--- config.mk ---
export PLATFORM = sky130hd
export DESIGN_NAME = button_algo_tuning_regs
export DESIGN_NICKNAME = d
export VERILOG_FILES = /design/src/logic/button_tuning_pkg.sv /design/src/logic/button_algo_tuning_regs.sv /design/src/logic/case_deflect_check.sv
export VERILOG_INCLUDE_DIRS = /design/src /design/src/logic
export SDC_FILE = /design/constraint.sdc
export NUM_CORES = 1
export LEC_CHECK = 0
export BUFFER_PORTS_ARGS = -buffer_cell sky130_fd_sc_hd__buf_2
export CAP_MARGIN = 20
export CORE_UTILIZATION = 45
export DETAILED_ROUTE_END_ITERATION = 6
export PLACE_DENSITY = 0.75
export SLEW_MARGIN = 15
export SYNTH_ARGS = -nofsm -noshare
export SYNTH_HDL_FRONTEND = slang
export SYNTH_SLANG_ARGS = --single-unit
--- constraint.sdc ---
create_clock -name CLK -period 8.43 [get_ports CLK]
set_input_delay 2.529 -clock CLK [delete_from_list [all_inputs] [get_ports CLK]]
set_output_delay 2.529 -clock CLK [all_outputs]
set_load 0.05 [all_outputs]
--- src/logic/button_tuning_params.svh ---
`ifndef BUTTON_TUNING_PARAMS_SVH
`define BUTTON_TUNING_PARAMS_SVH

// ----------------------------------------------------------------------
// Register offsets
// ----------------------------------------------------------------------
`define OFS_NORMAL_TRACK_STEP 8'h15
`define OFS_TRACK_HOLD_GROUP 8'h16
`define OFS_OSC_DIVIDER 8'h17
`define OFS_THRESHOLD_MARGIN 8'h18
`define OFS_CASE_DEFLECT_GUARD 8'h19

// ----------------------------------------------------------------------
// Reset values
// ----------------------------------------------------------------------
`define RST_NORMAL_TRACK_STEP 8'h03
`define RST_TRACK_HOLD_GROUP 8'h00
`define RST_OSC_DIVIDER 8'h03
`define RST_THRESHOLD_MARGIN 8'h08
`define RST_CASE_DEFLECT_GUARD 8'h00

// ----------------------------------------------------------------------
// Field positions and widths
// ----------------------------------------------------------------------
`define STEP_MSB 2
`define STEP_LSB 0
`define HOLD_MSB 7
`define HOLD_LSB 4
`define WINS_MSB 3
`define WINS_LSB 0
`define DIV_MSB 2
`define DIV_LSB 0
`define MARGIN_MSB 3
`define MARGIN_LSB 0
`define GUARD_MSB 2
`define GUARD_LSB 0

// ----------------------------------------------------------------------
// Scale factors
// ----------------------------------------------------------------------
`define MARGIN_SCALE_SHIFT 2
`define GUARD_SCALE_SHIFT 2

`endif

--- src/logic/button_tuning_pkg.sv ---
`default_nettype none
package button_tuning_pkg;

	typedef logic [7:0] cfg_byte_t;
	typedef logic [3:0] chan_mask_t;
	typedef logic [2:0] step_t;
	typedef logic [2:0] divider_t;
	typedef logic [5:0] margin_t;
	typedef logic [4:0] guard_thr_t;

endpackage : button_tuning_pkg
`default_nettype wire

--- src/logic/button_algo_tuning_regs.sv ---
// Overview of operation
// - Three-bit normal-power tracking step in bits 2-0, resets to 3, feeds tracking.
// - Hold bits 7-4 stop a channel's tracking while its button is asserted.
// - With its hold bit clear, a channel tracks whatever its button does.
// - Bits 3-0 place each channel in the strongest-wins group when set.
// - Three-bit divider in bits 2-0 sets sampling window with sense cycle count.
// - Four-bit margin in bits 3-0 gives threshold hysteresis of value times four.
// - Margin register resets to 08h, divider register resets to 03h.
// - Hold and group register resets to 00h: all track, none grouped.
// - Case-deflection guard register sits at 19h and resets to 00h.
// - Nonzero guard voids all buttons when any value is below minus four times it.
`timescale 1ns/100ps
`default_nettype none
`include "button_tuning_params.svh"

module button_algo_tuning_regs #(
	parameter int CW = 8,
	parameter int VW = 16
) (
	// Clock and reset
	input wire logic CLK,
	input wire logic RST_B,
	// Register access port from the host interface
	input wire logic REG_WR_EN,
	input wire logic REG_RD_EN,
	input wire logic [7:0] REG_ADDR,
	input wire button_tuning_pkg::cfg_byte_t REG_WDATA,
	output button_tuning_pkg::cfg_byte_t REG_RDATA,
	output logic REG_RD_VALID,
	output logic REG_HIT,
	// Button output states
	input wire logic BUTTON_A,
	input wire logic BUTTON_B,
	input wire logic BUTTON_C,
	input wire logic BUTTON_D,
	// Channel measurement inputs, channel 0 in the lowest slice
	input wire logic [4*CW-1:0] SENSE_CYCLE_COUNT,
	input wire logic [4*VW-1:0] BUTTON_VALUE,
	// Settings handed to the button algorithm
	output button_tuning_pkg::step_t NORMAL_TRACK_STEP,
	output button_tuning_pkg::chan_mask_t TRACK_ENABLE,
	output button_tuning_pkg::chan_mask_t STRONGEST_WINS,
	output button_tuning_pkg::divider_t OSC_DIVIDER,
	output logic [4*(CW+7)-1:0] SAMPLE_WINDOW,
	output button_tuning_pkg::margin_t THRESHOLD_MARGIN,
	output button_tuning_pkg::guard_thr_t GUARD_THRESHOLD,
	output logic VALIDATION_VOID
);

	import button_tuning_pkg::*;

	// ------------------------------------------------------------------
	// Address decode
	// ------------------------------------------------------------------
	function automatic logic is_mapped(input logic [7:0] a);
		is_mapped = (a >= `OFS_NORMAL_TRACK_STEP) &&
			(a <= `OFS_CASE_DEFLECT_GUARD);
	endfunction : is_mapped

	// ------------------------------------------------------------------
	// Configuration registers
	// ------------------------------------------------------------------
	// Only implemented fields are stored, so upper bits cannot steer
	// anything and read back as zero without extra masking.
	step_t step_reg, step_next;
	chan_mask_t hold_reg, hold_next;
	chan_mask_t wins_reg, wins_next;
	divider_t div_reg, div_next;
	logic [3:0] margin_reg, margin_next;
	logic [2:0] guard_reg, guard_next;

	always_comb begin
		step_next = step_reg;
		hold_next = hold_reg;
		wins_next = wins_reg;
		div_next = div_reg;
		margin_next = margin_reg;
		guard_next = guard_reg;
		if (REG_WR_EN) begin
			case (REG_ADDR)
				`OFS_NORMAL_TRACK_STEP: begin
					step_next = REG_WDATA[`STEP_MSB:`STEP_LSB];
				end
				`OFS_TRACK_HOLD_GROUP: begin
					hold_next = REG_WDATA[`HOLD_MSB:`HOLD_LSB];
					wins_next = REG_WDATA[`WINS_MSB:`WINS_LSB];
				end
				`OFS_OSC_DIVIDER: begin
					div_next = REG_WDATA[`DIV_MSB:`DIV_LSB];
				end
				`OFS_THRESHOLD_MARGIN: begin
					margin_next = REG_WDATA[`MARGIN_MSB:`MARGIN_LSB];
				end
				`OFS_CASE_DEFLECT_GUARD: begin
					guard_next = REG_WDATA[`GUARD_MSB:`GUARD_LSB];
				end
				default: begin
				end
			endcase
		end
	end

	always_ff @(posedge CLK or negedge RST_B) begin
		if (!RST_B) begin
			step_reg <= 3'(`RST_NORMAL_TRACK_STEP);
			hold_reg <= 4'(`RST_TRACK_HOLD_GROUP >>
				`HOLD_LSB);
			wins_reg <= 4'(`RST_TRACK_HOLD_GROUP);
			div_reg <= 3'(`RST_OSC_DIVIDER);
			margin_reg <= 4'(`RST_THRESHOLD_MARGIN);
			guard_reg <= 3'(`RST_CASE_DEFLECT_GUARD);
		end else begin
			step_reg <= step_next;
			hold_reg <= hold_next;
			wins_reg <= wins_next;
			div_reg <= div_next;
			margin_reg <= margin_next;
			guard_reg <= guard_next;
		end
	end

	// ------------------------------------------------------------------
	// Read-back
	// ------------------------------------------------------------------
	cfg_byte_t rdata_reg, rdata_next;
	logic rd_valid_reg, rd_valid_next;
	logic hit_reg, hit_next;

	always_comb begin
		rdata_next = rdata_reg;
		rd_valid_next = REG_RD_EN;
		hit_next = (REG_RD_EN || REG_WR_EN) && is_mapped(REG_ADDR);
		if (REG_RD_EN) begin
			case (REG_ADDR)
				`OFS_NORMAL_TRACK_STEP: rdata_next = {5'h00, step_reg};
				`OFS_TRACK_HOLD_GROUP: rdata_next = {hold_reg, wins_reg};
				`OFS_OSC_DIVIDER: rdata_next = {5'h00, div_reg};
				`OFS_THRESHOLD_MARGIN: rdata_next = {4'h0, margin_reg};
				`OFS_CASE_DEFLECT_GUARD: rdata_next = {5'h00, guard_reg};
				default: rdata_next = 8'h00;
			endcase
		end
	end

	always_ff @(posedge CLK or negedge RST_B) begin
		if (!RST_B) begin
			rdata_reg <= 8'h00;
			rd_valid_reg <= 1'b0;
			hit_reg <= 1'b0;
		end else begin
			rdata_reg <= rdata_next;
			rd_valid_reg <= rd_valid_next;
			hit_reg <= hit_next;
		end
	end

	// ------------------------------------------------------------------
	// Algorithm settings
	// ------------------------------------------------------------------
	// The window is a shift of the cycle count, which keeps the path to a
	// mux rather than a multiplier at 200 MHz.
	logic [3:0] btn_now;
	chan_mask_t track_next, track_reg;
	logic [4*(CW+7)-1:0] window_next, window_reg;
	margin_t margin_out_reg, margin_out_next;
	guard_thr_t guard_thr_reg, guard_thr_next;
	logic void_comb, void_reg, void_next;

	assign btn_now = {BUTTON_D, BUTTON_C, BUTTON_B, BUTTON_A};

	genvar i;
	generate
		for (i = 0; i < 4; i++) begin : g_ch
			assign track_next[i] = !(hold_reg[i] && btn_now[i]);
			assign window_next[i*(CW+7) +: (CW+7)] =
				{7'h00, SENSE_CYCLE_COUNT[i*CW +: CW]} << div_reg;
		end
	endgenerate

	always_comb begin
		margin_out_next = {margin_reg, 2'b00};
		guard_thr_next = {guard_reg, 2'b00};
		void_next = void_comb;
	end

	case_deflect_check #(
		.VW(VW)
	) u_guard (
		.threshold(guard_thr_reg),
		.values(BUTTON_VALUE),
		.void_all(void_comb)
	);

	always_ff @(posedge CLK or negedge RST_B) begin
		if (!RST_B) begin
			track_reg <= 4'hF;
			window_reg <= '0;
			margin_out_reg <= 6'h20;
			guard_thr_reg <= 5'h00;
			void_reg <= 1'b0;
		end else begin
			track_reg <= track_next;
			window_reg <= window_next;
			margin_out_reg <= margin_out_next;
			guard_thr_reg <= guard_thr_next;
			void_reg <= void_next;
		end
	end

	// ------------------------------------------------------------------
	// Outputs
	// ------------------------------------------------------------------
	assign REG_RDATA = rdata_reg;
	assign REG_RD_VALID = rd_valid_reg;
	assign REG_HIT = hit_reg;
	assign NORMAL_TRACK_STEP = step_reg;
	assign TRACK_ENABLE = track_reg;
	assign STRONGEST_WINS = wins_reg;
	assign OSC_DIVIDER = div_reg;
	assign SAMPLE_WINDOW = window_reg;
	assign THRESHOLD_MARGIN = margin_out_reg;
	assign GUARD_THRESHOLD = guard_thr_reg;
	assign VALIDATION_VOID = void_reg;

endmodule : button_algo_tuning_regs

`default_nettype wire

--- src/logic/case_deflect_check.sv ---
`timescale 1ns/100ps
`default_nettype none

module case_deflect_check #(
	parameter int VW = 16
) (
	// Guard threshold, zero disables.
	input wire logic [4:0] threshold,
	// Signed button values of the four channels, channel 0 lowest.
	input wire logic [4*VW-1:0] values,
	// High when the presses of all buttons must be voided.
	output logic void_all
);

	logic [3:0] below;

	genvar i;
	generate
		for (i = 0; i < 4; i++) begin : g_ch
			assign below[i] = $signed(values[i*VW +: VW]) <
				-$signed({{(VW-5){1'b0}}, threshold});
		end
	endgenerate

	assign void_all = (threshold != 5'h00) && (|below);

endmodule : case_deflect_check

`default_nettype wire
==> results of run 1 <==
-- layer usage --
metal | wire length [microns] | global-route usage, % | share of wire, % | up-vias
li1 | - | - | - | 2258
met3 | 945 | 5.61 | 6.5 | 35
met5 | 16 | 0 | 0.11 | -
met1 | 5910 | 27.9 | 40 | 2285
met4 | 401 | 9.55 | 2.7 | 2
met2 | 7380 | 41.3 | 50 | 191
-- final timing paths --
kind                                                   start                            end  cells past startpoint
worst max-delay path              OSC_DIVIDER[1]$_DFFE_PN1P_                 OSC_DIVIDER[1]                      1
worst min-delay path               margin_reg[3]$_DFFE_PN1P_  THRESHOLD_MARGIN[5]$_DFF_PN1_                      0
max in group asynchronous                              RST_B    SAMPLE_WINDOW[44]$_DFF_PN0_                      2
worst max register to register  GUARD_THRESHOLD[2]$_DFF_PN0_      VALIDATION_VOID$_DFF_PN0_                      9
min in group asynchronous                              RST_B        hold_reg[3]$_DFFE_PN0P_                      1
worst min register to register     margin_reg[3]$_DFFE_PN1P_  THRESHOLD_MARGIN[5]$_DFF_PN1_                      0
-- worst register-to-register path: cells and delay by family, from the launching register on --
family	cells	cell delay, ps
and+or+nand+nor	2	900
DFF	1	430
buffers and inverters	1	210
adders and majority gates	1	230
AOI/OAI and AO/OA	5	1000
-- cell type report --
type                       instances  area, sq um  share of cell area (%)
multi-input combinational        379         2640                    38.9
clock inverter                     7         53.8                   0.793
timing repair buffer             207         1050                    15.5
sequential                       103         2590                    38.2
inverter                          13         48.8                   0.719
tap                              143          179                    2.64
clock buffer                       9          225                    3.32
-- synthesized netlist by cell type, types with 2 or more instances --
cell type	n
a21oi_1	26
a22oi_1	4
a41oi_1	2
and2_1	9
and3_1	7
buf_1	3
buf_2	3
buf_4	5
clkbuf_1	18
dfrtp_1	93
dfstp_2	10
ha_1	34
inv_1	13
maj3_1	2
mux2_2	37
mux2i_1	26
nand2_1	33
nand2b_1	3
nand3_1	22
nor2_1	51
nor2b_1	6
nor3_1	16
o211ai_1	8
o21a_1	7
o21ai_0	41
o221a_2	2
o221ai_1	5
o22ai_1	10
o31ai_1	2
or3_1	3
-- cells by family after synthesis --
kind of cell,Yosys count,synth area share [%]
other,1,0.0695
AND/OR/NAND/NOR,158,13.9
buffers and inverters,42,3.34
XOR/XNOR,2,0.464
adder cells (fa/ha/maj),37,8.47
AO/OA/AOI/OAI,115,13.2
multiplexers,63,12.5
flip-flops,103,48.0
-- per-stage QoR --
stage	cells	worst slack (ps)	hold WS (ps)	instance area, sq um	power [W]
after floorplan	524	4370	359	5410	0.000742
after detailed placement	845	3970	370	6510	0.000841
after global placement	845	4090	364	6510	0.000829
final	861	4150	378	6790	0.00122
after CTS	861	4150	378	6790	0.00123
after global routing	861	4070	381	6790	0.00128
-- power by group through the flow --
stage | sequential [W] | combinational (W) | clock (W)
CTS | 0.000532 | 0.000301 | 0.000398
floorplan | 0.000613 | 0.000129 | 0
global route | 0.000534 | 0.000328 | 0.000416
detailed placement | 0.000541 | 0.000300 | 0
finish | 0.000532 | 0.000302 | 0.000391
global placement | 0.000540 | 0.000289 | 0
==> key figures, run 1 <==
Layout
  – Nets@finish: ~870
  – Fin util: 58.7%
  – Fill count: 1016
  – Most frequent cells in the layout: 202 x buf_2, 93 x dfrtp_1, 51 x nor2_1
  – Commonest non-fill, non-tap cell in the layout: buf_2
  – Max reg flops: 60
  – Ratio of cells with drive above 1 in the final layout: 38.9%
  – Syn-to-layout area delta: 25.8%
  – ANT cells: 0

Timing
  – Fin. max-slew vios: 0
  – Fmax: roughly 230 MHz
  – Post-Route Setup TNS: 0 ps
  – Tcrit/Tclk final: between 50% and 60%
  – Measured slew at the worst slew-check pin: roughly 850 ps
  – Final Hold Vio Count: 0
  – Setup Viol. Count Final: 0
  – Slew HR: a little over two fifths
  – Max Clock Skew: approximately 13 ps
  – Min cycle time layout: ~4300 ps
  – RSZ-0062 raised after global routing: false

Worst setup path
  – CP Buf/Inv Count: 1
  – Slowest stage delay, CP: between 1000 and 1500 ps
  – Crit path kind: reg2out
  – Crit-path cells: buf_2
  – Slowest-stage cell, CP: dfstp_2
  – Critical Path AT: 1750 ps
  – Maximum fanout along the worst path: 43
  – WP data required: just under 6000 ps
  – Crit path max-delay family: flip-flops
  – CP startpoint kind: register
  – Crit. End Element: output port
  – R2R Setup Slk: approximately 5600 ps

Clock network
  – CTS tree: built
  – Clock Tree Root: clkbuf_16
  – Clock-pin slew on the worst setup and hold paths: ~70 ps
  – # hold bufs at CTS: 0
  – Total CTS buffers: 9
  – Htree depth: 3
  – Post-cts sizing count: 0
  – Clock sinks: between 100 and 150
  – Clock Latency Late Sink: ~340 ps
  – Clock Tree Buf Depth: 2
  – Post-CTS Setup Bufs: 0

Synthesis
  – Synth area leaders: dfrtp_1 43%, ha_1 7.9%, mux2_2 7.7%
  – Post-synth EDFFs: 0
  – Cell Area, Synth: roughly 5400 sq um
  – Syn avg cell area: between 10 and 15 sq um
  – Main synth FF type: dfrtp_1
  – FFs w/ async S/R, synth: 100%
  – Cells after Synth: roughly 520
  – Cell variety after synth: 50
  – Ys Warns: 0
  – Seq/Total Area, Yosys: a little under 50%
  – Synth top area share: around 43%
  – Yosys reg bits: around 100
  – Post-synth top area cell: dfrtp_1

Die
  – Die area: roughly 12000 sq um
  – Site Rows: 39
  – Die span in x: between 100 and 150 microns
  – Die height: about 110 microns
  – Initial Utilization: a little under half
  – I/O Pins: 216
  – Placeable Area: ~12000 sq um

Drt
  – Total number of vias: between 4k and 5k
  – Routed wire length per instance: 17.0 microns
  – # DRC: 13
  – Total Wirelength: about 15000 microns
  – DRT iter0 DRCs: 272
  – Post-DRT Antenna Nets: 0
  – 1st-pass router iterations: 6
  – Vias per std cell: between 5 and 6

Placement
  – # port buffers: 203
  – Hpwl dp: roughly 11000 microns
  – GPL Wtd Cong: between 0.8 and 0.9

Global route
  – GRT Resource Usage Total: 23.6%
  – Antenna violations before repair: 1
  – Overflow left after global routing: 0
  – Vias in the first global route: ~4.8k
  – Largest net degree at the start of global routing: 64
  – Global-route wire length before repair: 23200 microns

Pwr
  – Comb power frac: 24.7%
  – Pleak: ~3.4 nW
  – Worst vdd ir: 0.122 mV
  – Pwr/cell area: ~180 nW/um^2
  – Switching Fraction: approximately 33%
  – Sw power: 0.000404 W
  – Clock Power Share: about a third
  – Seq pwr share: a little over two fifths
  – P_int: a little over 0.0008 W

Status
  – Failing checks: design-rule violations
  – Status: finished, violations left

Worst hold path
  – HP Class: reg2reg

Flow run
  – Max-cap check violation count: 0
No activity file was read; power rests on OpenSTA's default activity.
==> run 2, diff against run 1 <==
--- a/config.mk
+++ b/config.mk
@@ -6,11 +6,12 @@
 export SDC_FILE = /design/constraint.sdc
 export NUM_CORES = 1
 export LEC_CHECK = 0
+export ABC_AREA = 1
 export BUFFER_PORTS_ARGS = -buffer_cell sky130_fd_sc_hd__buf_2
 export CAP_MARGIN = 20
 export CORE_UTILIZATION = 45
 export DETAILED_ROUTE_END_ITERATION = 6
-export PLACE_DENSITY = 0.75
+export PLACE_DENSITY = 0.74
 export SLEW_MARGIN = 15
 export SYNTH_ARGS = -nofsm -noshare
 export SYNTH_HDL_FRONTEND = slang
==> constraint.sdc (replaced) <==
create_clock -name CLK -period 4.1 [get_ports CLK]
set_input_delay 1.23 -clock CLK [delete_from_list [all_inputs] [get_ports CLK]]
set_output_delay 1.23 -clock CLK [all_outputs]
set_load 0.05 [all_outputs]
==> run 2 against run 1 <==
Compared with the run above:
- the flow now finishes without violations
- total power grew 120%
- worst hold slack better by 6.7 ps
- cell count up 35%
- via count increased by 21%
- wire length is 4.1% higher
- worst setup slack got worse by 2900 ps
- combinational power grew 140%
- global-route usage decreased by 1.1 points
- critical endpoint unchanged
- largest cell class unchanged
- clock power up 110%
==> key figures, run 2 <==
Global route
  – Global-route wire length before repair: 25000 microns (+7.9%)
  – Vias in the first global route: 5360 (+12%)
  – Overflow left after global routing: 0 (unchanged)
  – Largest net degree at the start of global routing: 74 (+16%)
  – GRT Resource Usage Total: 22.5% (-1.1 points)
  – Antenna violations before repair: 0 (-1)

Die
  – Placeable Area: 12800 sq um (+10%)
  – Die area: 13800 sq um (+11%)
  – Site Rows: 41 (+5.1%)
  – Die span in x: 117 microns (+5.3%)
  – Die height: 117 microns (+5.3%)
  – Initial Utilization: 46.9% (+0.23 points)
  – I/O Pins: 216 (unchanged)

Drt
  – Total Wirelength: 15200 microns (+4.1%)
  – Total number of vias: 5770 (+21%)
  – DRT iter0 DRCs: 380 (+40%)
  – Vias per std cell: 4.95 (-11%)
  – Routed wire length per instance: 13.1 microns (-23%)
  – 1st-pass router iterations: 5 (-1)
  – # DRC: 0 (-13)
  – Post-DRT Antenna Nets: 0 (unchanged)

Pwr
  – Switching Fraction: 33.6% (+0.61 points)
  – Pwr/cell area: 359 nW/um^2 (+99%)
  – Clock Power Share: 31.3% (-0.6 points)
  – Comb power frac: 27.6% (+2.9 points)
  – P_int: 0.00177 W (+120%)
  – Pleak: 4.14 nW (+22%)
  – Worst vdd ir: 0.292 mV (+140%)
  – Seq pwr share: 41.1% (-2.3 points)
  – Total power: 0.00267 W (+120%)
  – Sw power: 0.000897 W (+120%)

Worst setup path
  – WP data required: 2870 ps (-3030 ps)
  – Critical Path AT: 1650 ps (-100 ps)
  – Crit-path cells: buf_4 -> buf_2
  – Slowest-stage cell, CP: dfstp_2
  – Crit. End Element: output port
  – Slowest stage delay, CP: 540 ps (-470 ps)
  – CP startpoint kind: register
  – Crit path kind: reg2out
  – Maximum fanout along the worst path: 49 (+14%)

Synthesis
  – Cells after Synth: 800 (+54%)
  – Synth cell count leaders: 226 x nand2_1, 104 x inv_1, 93 x dfrtp_1
  – Post-synth EDFFs: 0 (unchanged)
  – FFs w/ async S/R, synth: 100% (unchanged)
  – Yosys reg bits: 103 (unchanged)
  – Synth top area share: 38.9% (-4.3 points)
  – Synth area leaders: dfrtp_1 39%, nand2_1 14%, ha_1 7.1%
  – Ys Warns: 0 (unchanged)
  – Main synth FF type: dfrtp_1
  – Seq/Total Area, Yosys: 43.3% (-4.8 points)
  – Cell Area, Synth: 5990 sq um (+11%)
  – Post-synth top area cell: dfrtp_1
  – Syn avg cell area: 7.48 sq um (-28%)
  – Most frequent cell after synthesis: nand2_1
  – Cell variety after synth: 30 (-40%)

Timing
  – Measured slew at the worst slew-check pin: 1000 ps (+155 ps)
  – Max Clock Skew: 7.60 ps (-5.66 ps)
  – Setup ws final: 1220 ps (-2930 ps)
  – Tcrit/Tclk final: a little over two thirds
  – Setup Viol. Count Final: 0 (unchanged)
  – Slew HR: 33.2% (-10 points)
  – Fmax: roughly 350 MHz
  – Post-Route Setup TNS: 0 ps (unchanged)
  – Min cycle time layout: 2880 ps
  – RSZ-0062 raised after global routing: false
  – Fin. max-slew vios: 0 (unchanged)
  – Worst hold margin: 385 ps (+6.69 ps)
  – Final Hold Vio Count: 0 (unchanged)

Clock network
  – CTS tree: built
  – Clock sinks: 103 (unchanged)
  – Clock Tree Buf Depth: 2 (unchanged)
  – # hold bufs at CTS: 0 (unchanged)
  – Clock Latency Late Sink: 340 ps (about the same)
  – Clock Tree Root: clkbuf_16
  – Htree depth: 3 (unchanged)
  – Clock-pin slew on the worst setup and hold paths: 60 ps (about the same)
  – Post-cts sizing count: 0 (unchanged)
  – Post-CTS Setup Bufs: 0 (unchanged)
  – Total CTS buffers: 9 (unchanged)

Layout
  – ANT cells: 0 (unchanged)
  – Sequential cell area: 2590 sq um (about the same)
  – Design area: 7420 sq um (+9.4%)
  – Area of the multi-input gates: 2840 sq um (+7.6%)
  – Commonest non-fill, non-tap cell in the layout: nand2_1
  – Most frequent cells in the layout: 226 x nand2_1, 202 x buf_2, 104 x inv_1
  – Max reg flops: 60 (unchanged)
  – Syn-to-layout area delta: 24.0%
  – Nets@finish: 1143 (+32%)
  – Fill count: 1222 (+20%)
  – Ratio of cells with drive above 1 in the final layout: 24.6% (-14 points)

Flow run
  – Max-cap check violation count: 0 (unchanged)

Placement
  – Placement Cell Area: 7140 sq um (+9.7%)
  – # port buffers: 203 (unchanged)
  – Dpl ws: 1040 ps (-2930 ps)
  – Hpwl dp: 11300 microns (+2.2%)
  – GPL Wtd Cong: 0.854 (-4.3%)

Status
  – Status: finished, final reports clean

Worst hold path
  – HP Class: reg2reg
## run 2: cell count changes in the layout (fill, tap and decap cells not counted), sizes merged, moves of 12 or more
cell | previous run | this run
inv | 16 | 109
nor2 | 51 | 70
a21oi | 26 | 14
mux2 | 37 | 1
nand2 | 34 | 227
o21ai | 42 | 70
nand3 | 22 | 70
## run 2: path summary, 6_finish.rpt
check,depth (start not counted),from,endpoint,slack (ps)
setup reg to reg,16,GUARD_THRESHOLD[2]$_DFF_PN0_,VALIDATION_VOID$_DFF_PN0_,1410
min in group asynchronous,1,RST_B,SAMPLE_WINDOW[56]$_DFF_PN0_,1020
hold / removal,0,margin_reg[3]$_DFFE_PN1P_,THRESHOLD_MARGIN[5]$_DFF_PN1_,380
setup / recovery,2,OSC_DIVIDER[1]$_DFFE_PN1P_,OSC_DIVIDER[1],1220
hold reg to reg,0,margin_reg[3]$_DFFE_PN1P_,THRESHOLD_MARGIN[5]$_DFF_PN1_,380
max in group asynchronous,1,RST_B,OSC_DIVIDER[2]$_DFFE_PN0P_,2430
## run 2: cell families after synthesis
family / Yosys count / synth area share [%]
adders and majority gates: 34 / 7.11
and+or+nand+nor: 393 / 27.2
AOI/OAI and AO/OA: 109 / 9.93
other: 1 / 0.0626
muxes: 17 / 2.86
DFF: 103 / 43.3
buffers and inverters: 143 / 9.57
## run 2: stage by stage
stage,std cells,utilization (%)
floorplan,803,-
global placement,1150,55.9
detailed placement,1150,55.9
CTS,1166,58.1
global route,1166,58.1
finish,1166,58.1
## run 2: layout make-up
| class | instances | share of cell area, % |
|---|---|---|
| multi-input cells | 557 | 38.3 |
| repair buffers | 210 | 14.6 |
| clock inverters | 5 | 0.758 |
| clock buffers | 11 | 3.13 |
| flip-flops and latches | 103 | 34.9 |
| inverters | 108 | 5.46 |
| well taps | 172 | 2.90 |
## run 2: routing by layer
layer  track usage (%)  routed length, microns
met4              8.44                     264
met1              29.4                    6660
met2              36.2                    7080
met3              5.11                    1240
met5                 0                       0
## run 2: worst max-delay path: cells and delay by family, from the launching register on
family	cells	cell delay (ps)
buf+inv	2	750
flops	1	540
## run 2: power by group through the flow
stage	Sequential, W	Combinational (W)	Clock (W)
after floorplan	0.00128	0.000357	0
after global placement	0.00111	0.000726	0
after detailed placement	0.00111	0.000738	0
after CTS	0.00110	0.000740	0.000854
after global routing	0.00110	0.000826	0.000896
final	0.00110	0.000737	0.000835
==> run 3, diff against run 2 <==
==> constraint.sdc (replaced) <==
create_clock -name CLK -period 2.9 [get_ports CLK]
set_input_delay 0.87 -clock CLK [delete_from_list [all_inputs] [get_ports CLK]]
set_output_delay 0.87 -clock CLK [all_outputs]
set_load 0.05 [all_outputs]
==> run 3 against run 2 <==
Compared with the run above:
- critical path depth is 14 higher
- global-route usage is 0.29 points lower
- clock-buffer cell count is 1 higher
- via count hardly changed
- sequential share of layout area stayed put
- non-clock buffer count is 3 higher
- first-iteration DRC count is 16% lower
- worst hold slack worse by 2.0 ps
- cell count is 0.26% higher
==> key figures, run 3 (synthesized netlist as in run 2, its figures left out) <==
Timing
  – Final Hold Vio Count: 0 (unchanged)
  – Setup ws final: 499 ps (-719 ps)
  – Setup Viol. Count Final: 0 (unchanged)
  – Fin. max-slew vios: 0 (unchanged)
  – Measured slew at the worst slew-check pin: 1020 ps (+16.5 ps)
  – Fmax: roughly 420 MHz
  – Slew HR: 32.1% (-1.1 points)
  – Min cycle time layout: approximately 2400 ps
  – Post-Route Setup TNS: 0 ps (unchanged)
  – RSZ-0062 raised after global routing: false
  – Max Clock Skew: 6.67 ps (-0.927 ps)
  – Tcrit/Tclk final: between 80% and 90%

Drt
  – # DRC: 0 (unchanged)
  – Post-DRT Antenna Nets: 0 (unchanged)
  – Routed wire length per instance: 13.1 microns (about the same)
  – Total number of vias: 5769 (-0.017%)
  – 1st-pass router iterations: 5 (unchanged)
  – DRT iter0 DRCs: 319 (-16%)
  – Vias per std cell: 4.93 (-0.27%)
  – Total Wirelength: 15300 microns (+0.20%)

Layout
  – Fill count: 1218 (-0.33%)
  – Commonest non-fill, non-tap cell in the layout: nand2_1
  – Most frequent cells in the layout: 226 x nand2_1, 202 x buf_2, 104 x inv_1
  – ANT cells: 0 (unchanged)
  – Syn-to-layout area delta: 24.0% (unchanged)
  – Max reg flops: 60 (unchanged)
  – Design area: 7420 sq um (unchanged)
  – Nets@finish: 1146 (+0.26%)
  – Ratio of cells with drive above 1 in the final layout: 24.8% (+0.13 points)

Pwr
  – Total power: 0.00370 W (+39%)
  – Worst vdd ir: 0.427 mV (+46%)
  – Seq pwr share: 41.8% (+0.7 points)
  – Switching Fraction: 34.5% (+0.89 points)
  – Pleak: 4.14 nW (about the same)
  – Sw power: 0.00128 W (+42%)
  – Pwr/cell area: 499 nW/um^2 (+39%)
  – Clock Power Share: 29.9% (-1.4 points)
  – Comb power frac: 28.3% (+0.7 points)
  – P_int: 0.00242 W (+37%)

Status
  – Status: finished, final reports clean

Clock network
  – Total CTS buffers: 9 (unchanged)
  – Post-cts sizing count: 0 (unchanged)
  – # hold bufs at CTS: 0 (unchanged)
  – Post-CTS Setup Bufs: 0 (unchanged)
  – Htree depth: 3 (unchanged)
  – Clock Latency Late Sink: 340 ps (about the same)
  – CTS tree: built
  – Clock Tree Buf Depth: 2 (unchanged)
  – Clock Tree Root: clkbuf_16
  – Clock-pin slew on the worst setup and hold paths: 60 ps (about the same)
  – Clock sinks: 103 (unchanged)

Worst setup path
  – Crit path kind: reg2reg
  – Slowest-stage cell, CP: dfrtp_1
  – Reg2reg path depth: 16 (unchanged)
  – Crit. End Element: register
  – R2R Setup Slk: 500 ps (-910 ps)
  – Reg-to-reg endpoint: VALIDATION_VOID$_DFF_PN0_
  – Critical Path AT: 2620 ps (+970 ps)
  – Most frequent CP cell: nand2_1
  – Maximum fanout along the worst path: 15 (-69%)
  – Slowest stage delay, CP: 400 ps (-140 ps)
  – Crit-path cells: inv_1 -> ha_1 -> buf_4 -> nand2_2 -> nand2_1 -> nand3_1 -> nor2_1 -> inv_2 -> nor2_1 -> nand2_1 -> nand2_1 -> nand2_1 -> nand2_1 -> nand2_1 -> nor2_1 -> nor2_1
  – CP startpoint: GUARD_THRESHOLD[2]$_DFF_PN0_
  – CP startpoint kind: register
  – WP data required: 3120 ps (+250 ps)
  – Critical Path Sink: VALIDATION_VOID$_DFF_PN0_
  – Critical R2R Launch: GUARD_THRESHOLD[2]$_DFF_PN0_

Worst hold path
  – HP Class: reg2reg

Die
  – Die span in x: 117 microns (unchanged)
  – Site Rows: 41 (unchanged)
  – Placeable Area: 12800 sq um (unchanged)
  – Die height: 117 microns (unchanged)
  – I/O Pins: 216 (unchanged)
  – Initial Utilization: 46.9% (unchanged)
  – Die area: 13800 sq um (unchanged)

Flow run
  – Max-cap check violation count: 0 (unchanged)

Global route
  – GRT Resource Usage Total: 22.2% (-0.29 points)
  – Overflow left after global routing: 0 (unchanged)
  – Global-route wire length before repair: 25000 microns (-0.17%)
  – Vias in the first global route: 5404 (+0.82%)
  – Antenna violations before repair: 0 (unchanged)
  – Largest net degree at the start of global routing: 49 (-34%)

Placement
  – GPL Wtd Cong: 0.870 (+1.8%)
  – # port buffers: 203 (unchanged)
  – Placement Cell Area: 7160 sq um (+0.32%)
  – Dpl ws: 498 ps (-542 ps)
  – Hpwl dp: 11600 microns (+2.9%)
run 3: cell count changes in the layout (fill, tap and decap cells not counted):
| cell | before | now |
|---|---|---|
| clkinv_2 | 2 | 1 |
| clkinv_4 | 0 | 1 |
| clkbuf_1 | 2 | 3 |
| bufinv_16 | 1 | 0 |
| buf_4 | 7 | 10 |
run 3: worst max-delay path, delay by kind of cell (launching register included):
| family | cells | cell delay [ps] |
|---|---|---|
| adder cells (fa/ha/maj) | 1 | 230 |
| buffers and inverters | 3 | 470 |
| flip-flops | 1 | 400 |
| AND/OR/NAND/NOR | 12 | 1180 |
run 3: cell type report:
class                           instances  area (sq um)  share of cell area [%]
Multi-Input combinational cell        557          2840                    38.3
Sequential cell                       103          2590                    34.9
Timing Repair Buffer                  213          1110                    14.9
Inverter                              108           405                    5.46
Tap cell                              172           215                    2.90
Clock inverter                          4          30.0                   0.404
Clock buffer                           12           236                    3.19
run 3: worst min path at each step:
| stage | startpoint | cells past startpoint | to | slack [ps] |
|---|---|---|---|---|
| global placement | margin_reg[3]$_DFFE_PN1P_ | 0 | THRESHOLD_MARGIN[5]$_DFF_PN1_ | 370 |
| floorplan | margin_reg[3]$_DFFE_PN1P_ | 0 | THRESHOLD_MARGIN[5]$_DFF_PN1_ | 360 |
| detailed placement | margin_reg[3]$_DFFE_PN1P_ | 0 | THRESHOLD_MARGIN[5]$_DFF_PN1_ | 380 |
| CTS | margin_reg[3]$_DFFE_PN1P_ | 0 | THRESHOLD_MARGIN[5]$_DFF_PN1_ | 380 |
| finish | margin_reg[3]$_DFFE_PN1P_ | 0 | THRESHOLD_MARGIN[5]$_DFF_PN1_ | 380 |
| global route | margin_reg[3]$_DFFE_PN1P_ | 0 | THRESHOLD_MARGIN[5]$_DFF_PN1_ | 400 |
run 3: layer usage:
| metal | part of all wire (%) | GRT usage (%) | up-vias | routed length (microns) |
|---|---|---|---|---|
| met5 | 0 | 0 | - | 0 |
| met1 | 43 | 27.9 | 2615 | 6600 |
| met3 | 7.0 | 4.43 | 24 | 1060 |
| met4 | 2.1 | 7.71 | 0 | 327 |
| li1 | - | - | 2942 | - |
| met2 | 48 | 37.8 | 188 | 7290 |
run 3: through the flow:
stage          instances  util [%]  hold WS (ps)
6_report            1169      58.1           383
5_1_grt             1169      58.1           397
4_1_cts             1169      58.1           384
3_5_place_dp        1153      56.0           375
3_3_place_gp        1153      56.0           375
2_1_floorplan        803         -           361
run 3: power groups by stage:
stage	logic, W	registers, W	clock network, W
2_1_floorplan	0.000505	0.00181	0
4_1_cts	0.00105	0.00155	0.00112
5_1_grt	0.00117	0.00156	0.00118
3_5_place_dp	0.00105	0.00158	0
3_3_place_gp	0.00103	0.00157	0
6_report	0.00105	0.00155	0.00111
